### src/fsb_pkg.sv
// Constants shared by the fault status block
package fsb_pkg;
  localparam int ADDR_W = 8;
  localparam int DATA_W = 32;
  localparam int FRAME_BITS = 16;
  localparam int CNT_W = $clog2(FRAME_BITS);
  localparam logic [ADDR_W-1:0] OFF_STATUS = 8'h00;
  localparam logic [ADDR_W-1:0] OFF_IRQ_STAT = 8'h04;
  localparam logic [ADDR_W-1:0] OFF_IRQ_MASK = 8'h08;
  localparam int POS_RAIL = 8;
  localparam int POS_COMM = 9;
  localparam int POS_ILIM = 10;
  localparam int EV_RAIL = 0;
  localparam int EV_COMM = 1;
  localparam int EV_ILIM = 2;
  localparam int EV_W = 3;
  localparam logic [EV_W-1:0] IRQ_STAT_RST = 3'h0;
  localparam logic [EV_W-1:0] IRQ_MASK_RST = 3'h0;
  localparam logic FLAG_RST = 1'b0;
endpackage

### src/fsb_frame_check.sv
// Serial frame checker: clock count and check code result at chip select release
module fsb_frame_check
  import fsb_pkg::*;
(
  input wire logic core_clk,
  input wire logic rst,
  input wire logic cs_n,
  input wire logic sclk,
  input wire logic crc_mismatch,
  output logic frame_bad,
  output logic frame_good
);
  import fsb_pkg::*;

  logic cs_d_reg, cs_d_next;
  logic sclk_d_reg, sclk_d_next;
  logic [CNT_W-1:0] cnt_reg, cnt_next;
  logic any_reg, any_next;
  logic bad_reg, bad_next;
  logic good_reg, good_next;
  logic cs_rise, cs_fall, sclk_rise;

  always_comb begin
    cs_rise = cs_n & ~cs_d_reg;
    cs_fall = ~cs_n & cs_d_reg;
    sclk_rise = sclk & ~sclk_d_reg & ~cs_n;
    cs_d_next = cs_n;
    sclk_d_next = sclk;
    cnt_next = cnt_reg;
    any_next = any_reg;
    if (cs_fall) begin
      cnt_next = '0;
      any_next = 1'b0;
    end else if (sclk_rise) begin
      cnt_next = cnt_reg + 1'b1;
      any_next = 1'b1;
    end
    // Count wraps every frame word, so zero means a whole multiple
    bad_next = cs_rise & ((cnt_reg != '0) | crc_mismatch);
    good_next = cs_rise & any_reg & (cnt_reg == '0) & ~crc_mismatch;
  end

  always_ff @(posedge core_clk or posedge rst) begin
    if (rst) begin
      cs_d_reg <= 1'b1;
      sclk_d_reg <= 1'b0;
      cnt_reg <= '0;
      any_reg <= 1'b0;
      bad_reg <= 1'b0;
      good_reg <= 1'b0;
    end else begin
      cs_d_reg <= cs_d_next;
      sclk_d_reg <= sclk_d_next;
      cnt_reg <= cnt_next;
      any_reg <= any_next;
      bad_reg <= bad_next;
      good_reg <= good_next;
    end
  end

  assign frame_bad = bad_reg;
  assign frame_good = good_reg;
endmodule

### src/fsb_top.sv
// Fault status bits: communication, input rail and current limit flags
// Behaviour
// - Clock count not multiple of 16 faults
// - Check code mismatch sets comm fault
// - Valid command then second status read clears
// - Any input rail over/undervoltage sets rail fault
//
// Strobed register access and the register offsets were chosen for this implementation.
module fsb_top
  import fsb_pkg::*;
#(
  parameter int RAILS = 2
)(
  input wire logic core_clk,
  input wire logic rst,
  input wire logic cs_n,
  input wire logic sclk,
  input wire logic crc_mismatch,
  input wire logic second_status_read,
  input wire logic [RAILS-1:0] rail_ov,
  input wire logic [RAILS-1:0] rail_uv,
  input wire logic ilimit_active,
  input wire logic [fsb_pkg::ADDR_W-1:0] addr,
  input wire logic [fsb_pkg::DATA_W-1:0] wdata,
  input wire logic wr_en,
  input wire logic rd_en,
  output logic [fsb_pkg::DATA_W-1:0] rdata,
  output logic irq,
  output logic comm_fault,
  output logic input_side_rail_fault,
  output logic regulator_current_limit_flag
);
  import fsb_pkg::*;

  logic frame_bad, frame_good;
  logic armed_reg, armed_next;
  logic comm_reg, comm_next;
  logic rail_reg, rail_next;
  logic ilim_reg, ilim_next;
  logic [EV_W-1:0] istat_reg, istat_next;
  logic [EV_W-1:0] mask_reg, mask_next;
  logic [DATA_W-1:0] rdata_reg, rdata_next;
  logic irq_reg, irq_next;
  logic st2_rd, rail_ev;
  logic [EV_W-1:0] events;

  fsb_frame_check u_frame (
    .core_clk(core_clk),
    .rst(rst),
    .cs_n(cs_n),
    .sclk(sclk),
    .crc_mismatch(crc_mismatch),
    .frame_bad(frame_bad),
    .frame_good(frame_good)
  );

  function automatic logic [DATA_W-1:0] status_word(input logic r, input logic c,
                                                    input logic i);
    logic [DATA_W-1:0] w;
    w = '0;
    w[POS_RAIL] = r;
    w[POS_COMM] = c;
    w[POS_ILIM] = i;
    return w;
  endfunction

  always_comb begin
    // The second status word may be read over the serial link or the local port
    st2_rd = second_status_read | (rd_en & (addr == OFF_STATUS));
    rail_ev = |(rail_ov | rail_uv);
    armed_next = armed_reg;
    comm_next = comm_reg;
    // A bad frame always wins and forgets any earlier good command
    if (frame_bad) begin
      comm_next = 1'b1;
      armed_next = 1'b0;
    end else if (armed_reg && st2_rd) begin
      comm_next = 1'b0;
      armed_next = 1'b0;
    end else if (frame_good) begin
      armed_next = 1'b1;
    end
    // Rail and current limit flags hold until a status read with the cause gone
    rail_next = rail_ev ? 1'b1 : (st2_rd ? 1'b0 : rail_reg);
    ilim_next = ilimit_active ? 1'b1 : (st2_rd ? 1'b0 : ilim_reg);
  end

  always_comb begin
    events = '0;
    events[EV_RAIL] = rail_ev & ~rail_reg;
    events[EV_COMM] = frame_bad;
    events[EV_ILIM] = ilimit_active & ~ilim_reg;
    mask_next = mask_reg;
    istat_next = istat_reg;
    if (wr_en && addr == OFF_IRQ_MASK) begin
      mask_next = wdata[EV_W-1:0];
    end
    if (wr_en && addr == OFF_IRQ_STAT) begin
      istat_next = istat_reg & ~wdata[EV_W-1:0];
    end
    // Set beats a same-cycle write-one-to-clear
    istat_next = istat_next | events;
    irq_next = |(istat_next & mask_next);
    rdata_next = '0;
    if (rd_en) begin
      unique case (addr)
        OFF_STATUS: rdata_next = status_word(rail_reg, comm_reg, ilim_reg);
        OFF_IRQ_STAT: rdata_next = {{(DATA_W-EV_W){1'b0}}, istat_reg};
        OFF_IRQ_MASK: rdata_next = {{(DATA_W-EV_W){1'b0}}, mask_reg};
        default: rdata_next = '0;
      endcase
    end
  end

  always_ff @(posedge core_clk or posedge rst) begin
    if (rst) begin
      armed_reg <= 1'b0;
      comm_reg <= FLAG_RST;
      rail_reg <= FLAG_RST;
      ilim_reg <= FLAG_RST;
      istat_reg <= IRQ_STAT_RST;
      mask_reg <= IRQ_MASK_RST;
      rdata_reg <= '0;
      irq_reg <= 1'b0;
    end else begin
      armed_reg <= armed_next;
      comm_reg <= comm_next;
      rail_reg <= rail_next;
      ilim_reg <= ilim_next;
      istat_reg <= istat_next;
      mask_reg <= mask_next;
      rdata_reg <= rdata_next;
      irq_reg <= irq_next;
    end
  end

  assign rdata = rdata_reg;
  assign irq = irq_reg;
  assign comm_fault = comm_reg;
  assign input_side_rail_fault = rail_reg;
  assign regulator_current_limit_flag = ilim_reg;

  // One check per rail input, so a rail left out of the fault OR shows up
  for (genvar g = 0; g < RAILS; g++) begin : gen_rail_chk

  end
endmodule

### config.mk
export PLATFORM = sky130hd
export DESIGN_NAME = fsb_top
export DESIGN_NICKNAME = d
export VERILOG_FILES = /design/src/fsb_pkg.sv /design/src/fsb_frame_check.sv /design/src/fsb_top.sv
export SDC_FILE = /design/constraint.sdc
export NUM_CORES = 1
export LEC_CHECK = 0
export CAP_MARGIN = 20
export CORE_MARGIN = 4
export CORE_UTILIZATION = 50
export CTS_BUF_LIST = sky130_fd_sc_hd__clkbuf_16
export DETAILED_ROUTE_END_ITERATION = 12
export DONT_BUFFER_PORTS = 1
export GPL_TIMING_DRIVEN = 0
export SLEW_MARGIN = 20
export SYNTH_ARGS = -nofsm -noshare
export SYNTH_HDL_FRONTEND = slang
export SYNTH_SLANG_ARGS = --single-unit
### constraint.sdc
create_clock -name core_clk -period 3.72 [get_ports core_clk]
set_input_delay 0.186 -clock core_clk [delete_from_list [all_inputs] [get_ports core_clk]]
set_output_delay 0.186 -clock core_clk [all_outputs]
set_load 0.01 [all_outputs]
==> results of run 1 <==
==> routing by layer <==
metal	wire length (um)	vias to the layer above	share of wire, %	global-route usage (%)
met2	1350	41	53	27.9
met1	942	425	37	15.5
li1	-	464	-	-
met4	12	0	0.47	1.90
met5	0	-	0	0
met3	248	2	9.7	5.40
==> power breakdown <==
group / total, W / leakage (nW) / switching [W] / internal [W]
clock: 0.000308 / 0.0511 / 0.0000939 / 0.000214
sequential: 0.000310 / 0.318 / 0.0000128 / 0.000298
combinational: 0.0000817 / 0.441 / 0.0000421 / 0.0000396
total: 0.000700 / 0.809 / 0.000149 / 0.000551
==> critical path, cell delays in order <==
cell and delay, ns:
nor4_4 0.46, nand4_2 0.22, mux2_2 0.33, a221o_1 0.33
==> repair_timing <==
| item | CTS | global route |
|---|---|---|
| hold endpoints to repair | 2 | 0 |
| hold buffers | 2 | 0 |
| setup buffers | 0 | 0 |
==> synthesized netlist by cell type (4+ instances only) <==
master and instances:
a22oi_1 4, nor2_1 7, nor3_1 5, dfrtp_1 25
nand4_1 4, nor2b_1 4, buf_4 26, o21ai_0 4
inv_1 8, a21o_1 4
==> per-stage QoR <==
step / instance area, um2 / total power (W) / setup WS (ns)
after floorplan: 1450 / 0.000383 / 2.26
after global placement: 1490 / 0.000393 / 2.11
after detailed placement: 1490 / 0.000395 / 2.09
after CTS: 1610 / 0.000707 / 2.35
after global routing: 1610 / 0.000729 / 2.26
final: 1610 / 0.000700 / 2.34
==> area by class of cell <==
type	count	area, um2	area share (%)
repair buffers	2	20.0	1.24
well taps	30	37.5	2.33
multi-input cells	92	567	35.2
clock buffers	3	75.1	4.66
flip-flops and latches	26	652	40.5
clock inverters	1	30.0	1.86
plain buffers	27	199	12.4
inverters	8	30.0	1.86
==> path summary, 6_finish.rpt <==
path / slack, ns / cells past startpoint / startpoint / end
min in group asynchronous: 0.03 / 1 / rst / irq
max in group asynchronous: 3.10 / 1 / rst / istat_reg[0]
hold / removal: 0.02 / 1 / ilimit_active / regulator_current_limit_flag
hold reg to reg: 0.48 / 1 / u_frame.cnt_reg[3] / u_frame.cnt_reg[3]
setup / recovery: 2.34 / 4 / addr[5] / irq
setup reg to reg: 2.36 / 4 / u_frame.cnt_reg[0] / u_frame.frame_good
==> layout by cell type, fill, tap and decap left out, types with 2 or more instances in the layout <==
cell	n
nor2b_1	4
or2_2	2
conb_1	26
nand4_1	4
a21o_1	4
nor2_1	7
a41oi_1	2
inv_1	8
mux2_2	2
buf_4	26
clkbuf_16	3
a21oi_1	2
nand3_1	2
nand2_1	2
o21ai_0	4
ha_1	2
and2_1	2
nor3_1	5
a22o_1	2
dfrtp_1	25
a22oi_1	4
dlygate4sd3_1	2
==> cell families after synthesis <==
group | synth area share [%]
muxes | 2.40
buffers and inverters | 16.9
and+or+nand+nor | 17.4
adders and majority gates | 1.85
AOI/OAI and AO/OA | 13.0
other | 0.277
DFF | 48.2
==> metrics, run 1 <==
TritonCTS Buffers 3; fraction of registers with async set/reset 100%; post-DP HPWL 2.05 mm; Worst setup SP type input pin; Slew Viols, Final 0; Non-Filler Instances 189; Resize count post-CTS 0; Hold Slack 0.0153 ns; relative slew slack 36.6%; htree depth 1; Final Hold Fails 0; synthesized area 1350 um2; status finished, final reports clean; required time worst endpoint 3.86 ns; Syn Inst Count 128; sequential fraction of the synthesis area 48.2%; Worst-Skew Late Latency 0.26 ns; average via count per standard cell 4.93; Main synth FF type dfrtp_1; period utilization 37.0%; largest net degree at the start of global routing 27; Avg WL per Cell 13.5 um; Tightest Pin Transition 0.950 ns; Root Driver clkbuf_16; final core utilization 63.8%; HP Class input pin to flip-flop; Remaining Overflow, GRT 0; Worst IR Drop VDD 0.459 mV; Pre-Repair DR Iteration Count 4; Post-route DRC 0; EDFF count, synth 0; Yosys warnings 0; WS Path Type input pin to flip-flop; placer congestion estimate 0.776; Fin Setup TNS 0 ns; Ant. Diodes 0; Distinct cells, synth 38; Largest register FFs 6; post-synth top area cell dfrtp_1; Nets 215; Layout Area Growth over Synthesis 18.9%; Die X 60.0 um; Worst-path clk slew 0.07 ns; Layout fillers 217; Antenna Nets Post-Route 0; Rows 18; first-pass GRT wire length 3.91 mm; max frequency 727 MHz; initial antenna violation count 0; critical path endpoint category flip-flop; via count 932; Core Region 2520 um2; Clock Path Buffers 2; # clock sinks 26; DR iter-0 viols 41; RSZ-0062 raised after global routing no; CTS tree yes; Tot GR Track Use 14.7%; WP data arrival 1.52 ns; Avg Inst Size Synth 10.6 um2; number of global-route vias before repair 843; die height 60.0 um; Placed Cells 183; Critical Path Fanout Max 7; PD cells 435 nW/um2; initial core utilization 53.7%; WL final 2.56 mm; crit path time final 1.38 ns; Clock Skews 0.00648 ns; Static Leak 0.809 nW; final setup fails 0; Synth top area share 46.2%; #FFs+latches synth 26; layout cells sized above 1 25.2%; port buffer count 0; Die ar. 3600 um2; maximum capacitance violations 0; I/O pin count 89; dominant cells by area after synthesis dfrtp_1, buf_4, a21o_1, a22oi_1, inv_1
Note: power is estimated with default switching activity, not from simulation.
==> run 2, diff against run 1 <==
--- a/config.mk
+++ b/config.mk
@@ -5,6 +5,7 @@
 export SDC_FILE = /design/constraint.sdc
 export NUM_CORES = 1
 export LEC_CHECK = 0
+export ABC_AREA = 1
 export CAP_MARGIN = 20
 export CORE_MARGIN = 4
 export CORE_UTILIZATION = 50
@@ -12,6 +13,7 @@
 export DETAILED_ROUTE_END_ITERATION = 12
 export DONT_BUFFER_PORTS = 1
 export GPL_TIMING_DRIVEN = 0
+export PLACE_DENSITY = 0.68
 export SLEW_MARGIN = 20
 export SYNTH_ARGS = -nofsm -noshare
 export SYNTH_HDL_FRONTEND = slang
==> constraint.sdc (replaced) <==
create_clock -name core_clk -period 1.21 [get_ports core_clk]
set_input_delay 0.0605 -clock core_clk [delete_from_list [all_inputs] [get_ports core_clk]]
set_output_delay 0.0605 -clock core_clk [all_outputs]
set_load 0.01 [all_outputs]
==> metrics, run 2 <==
crit path time final 1.06 ns; Remaining Overflow, GRT 0 (unchanged); layout cells sized above 1 29.6% (was 25.2%); Placed Cells 221 (was 183); Ant. Diodes 0 (unchanged); Largest register FFs 6 (unchanged); Clock Path Buffers 2 (unchanged); fraction of registers with async set/reset 100% (unchanged); Pre-Repair DR Iteration Count 4 (unchanged); port buffer count 0 (unchanged); largest net degree at the start of global routing 27 (unchanged); Core Region 2780 um2 (was 2520 um2); die height 62.2 um (was 60.0 um); critical path endpoint category flip-flop (unchanged); Yosys warnings 0 (unchanged); via count 1,050 (was 932); Root Driver clkbuf_16 (unchanged); Avg Inst Size Synth 8.91 um2 (was 10.6 um2); most common cell after layout, fill and taps aside nand2_1; CP cell instances inv_1, ha_1, nand3b_1, nor4_1 (was nor4_4, nand4_2, mux2_2, a221o_1); Tightest Pin Transition 0.538 ns (was 0.950 ns); Buf+Inv Stages, Crit Path 1 (was 0); Pwr Total 0.00220 W (was 0.000700 W); setup bufs post-CTS 0 (unchanged); Layout Area Growth over Synthesis 22.6% (was 18.9%); post-synth top area cell dfrtp_1 (unchanged); relative slew slack 64.1% (was 36.6%); EDFF count, synth 0 (unchanged); critical path's slowest cell dfrtp_1 (was nor4_4); TritonCTS Buffers 3 (unchanged); initial core utilization 52.9% (was 53.7%); Nets 259 (was 215); Avg WL per Cell 10.8 um (was 13.5 um); maximum capacitance violations 0 (unchanged); Worst setup SP type flip-flop (was input pin); Worst IR Drop VDD 1.58 mV (was 0.459 mV); CP peak stage delay 0.39 ns (was 0.46 ns); required time worst endpoint 1.36 ns (was 3.86 ns); Fin Setup TNS 0 ns (unchanged); Critical Path Source u_frame.cnt_reg[0] (was addr[5]); DR iter-0 viols 30 (was 41); max frequency 944 MHz; final worst setup slack 0.151 ns (was 2.34 ns); #FFs+latches synth 26 (unchanged); sequential fraction of the synthesis area 44.3% (was 48.2%); Worst-path clk slew 0.06 ns (was 0.07 ns); CTS tree yes (unchanged); Critical Path Fanout Max 3 (was 7); delay-heaviest family, CP flip-flops (was simple AND/OR/NAND/NOR gates); number of global-route vias before repair 970 (was 843); Syn Inst Count 165 (was 128); # clock sinks 26 (unchanged); Non-Filler Instances 234 (was 189); first-pass GRT wire length 4.17 mm (was 3.91 mm); most frequent cells after synthesis nand2_1, buf_4, dfrtp_1 (was buf_4, dfrtp_1, inv_1); Die X 62.2 um (was 60.0 um); beginning of the worst register-to-register path u_frame.cnt_reg[0] (unchanged); Distinct cells, synth 29 (was 38); I/O pin count 89 (unchanged); most numerous cell in the Yosys netlist nand2_1 (was buf_4); RSZ-0062 raised after global routing no (unchanged); HP Class input pin to flip-flop (unchanged); Post-route DRC 0 (unchanged); Static Leak 0.979 nW (was 0.809 nW); min-delay src addr[3] (was ilimit_active); most frequent cells in the layout nand2_1, buf_4, conb_1 (was buf_4, conb_1, dfrtp_1); Main synth FF type dfrtp_1 (unchanged); WP data arrival 1.21 ns (was 1.52 ns); Worst-Skew Late Latency 0.26 ns (about the same); final setup fails 0 (unchanged); post-DP HPWL 2.01 mm (was 2.05 mm); Tot GR Track Use 13.4% (was 14.7%); Die ar. 3870 um2 (was 3600 um2); Antenna Nets Post-Route 0 (unchanged); synthesized area 1470 um2 (was 1350 um2); WS Path Type flip-flop to flip-flop (was input pin to flip-flop); htree depth 1 (unchanged); worst slack, placed 0.175 ns (was 2.09 ns); Synth top area share 42.6% (was 46.2%); status finished, final reports clean (unchanged); placer congestion estimate 0.874 (was 0.776); WL final 2.53 mm (was 2.56 mm); Final Hold Fails 0 (unchanged); initial antenna violation count 0 (unchanged); period utilization 87.6%; dominant cells by area after synthesis dfrtp_1, buf_4, nand2_1, nand3_2, inv_1 (was dfrtp_1, buf_4, a21o_1, a22oi_1, inv_1); Slew Viols, Final 0 (unchanged); average via count per standard cell 4.49 (was 4.93); PD cells 1220 nW/um2 (was 435 nW/um2); Clock Skews 0.00454 ns (was 0.00648 ns); Rows 19 (was 18)
run 2: through the flow:
stage | hold slack, ns | util, % | instance area, um2
2_1_floorplan | 0.0650 | - | 1560
3_3_place_gp | 0.0651 | 57.6 | 1600
3_5_place_dp | 0.0651 | 57.6 | 1600
4_1_cts | 0.00687 | 64.6 | 1800
5_1_grt | 0.0189 | 64.8 | 1800
6_report | 0.0124 | 64.8 | 1800
run 2: logic make-up after synthesis:
family / synth area share [%]
simple gates: 29.0
buf+inv: 18.6
flops: 44.3
compound gates: 6.13
fa+ha+maj: 1.70
other cells: 0.255
run 2: worst reg2reg max path: stages, from the launching register on:
cell and delay [ns]:
dfrtp_1 0.39, inv_1 0.10, ha_1 0.17, nand3b_1 0.09, nor4_1 0.20
run 2: final cells by class:
type,instances,area (um2)
Clock inverter,1,30.0
Buffer,27,200
Timing Repair Buffer,9,90.1
Fill cell,233,980
Tap cell,31,38.8
Multi-Input combinational cell,118,639
Inverter,19,76.3
Clock buffer,3,75.1
Sequential cell,26,652
run 2: final timing paths:
kind,to,slack (ns),cells past startpoint
max in group asynchronous,u_frame.cs_d_reg,0.54,2
min in group asynchronous,input_side_rail_fault,0.32,2
hold reg to reg,armed_reg,0.47,1
hold / removal,rdata[10],0.01,3
setup reg to reg,u_frame.frame_good,0.15,4
setup / recovery,u_frame.frame_good,0.15,4
run 2: where the power goes:
part / internal, W / total (W) / switching (W)
Sequential: 0.000925 / 0.000968 / 0.0000431
Clock: 0.000658 / 0.000943 / 0.000285
Combinational: 0.000127 / 0.000289 / 0.000161
run 2: what timing repair did:
item                                   CTS  global route
hold buffers                             9             0
resized for setup                        0             1
endpoints found under the hold margin   41             0
setup endpoints to repair                0            10
run 2: routing by layer:
metal	wire length, um	part of all wire [%]	GRT usage (%)	up-vias
met3	159	6.3	4.86	4
met2	1370	54	22.9	30
met5	0	0	0	-
met1	980	39	15.0	472
met4	23	0.91	4.88	0
li1	-	-	-	544
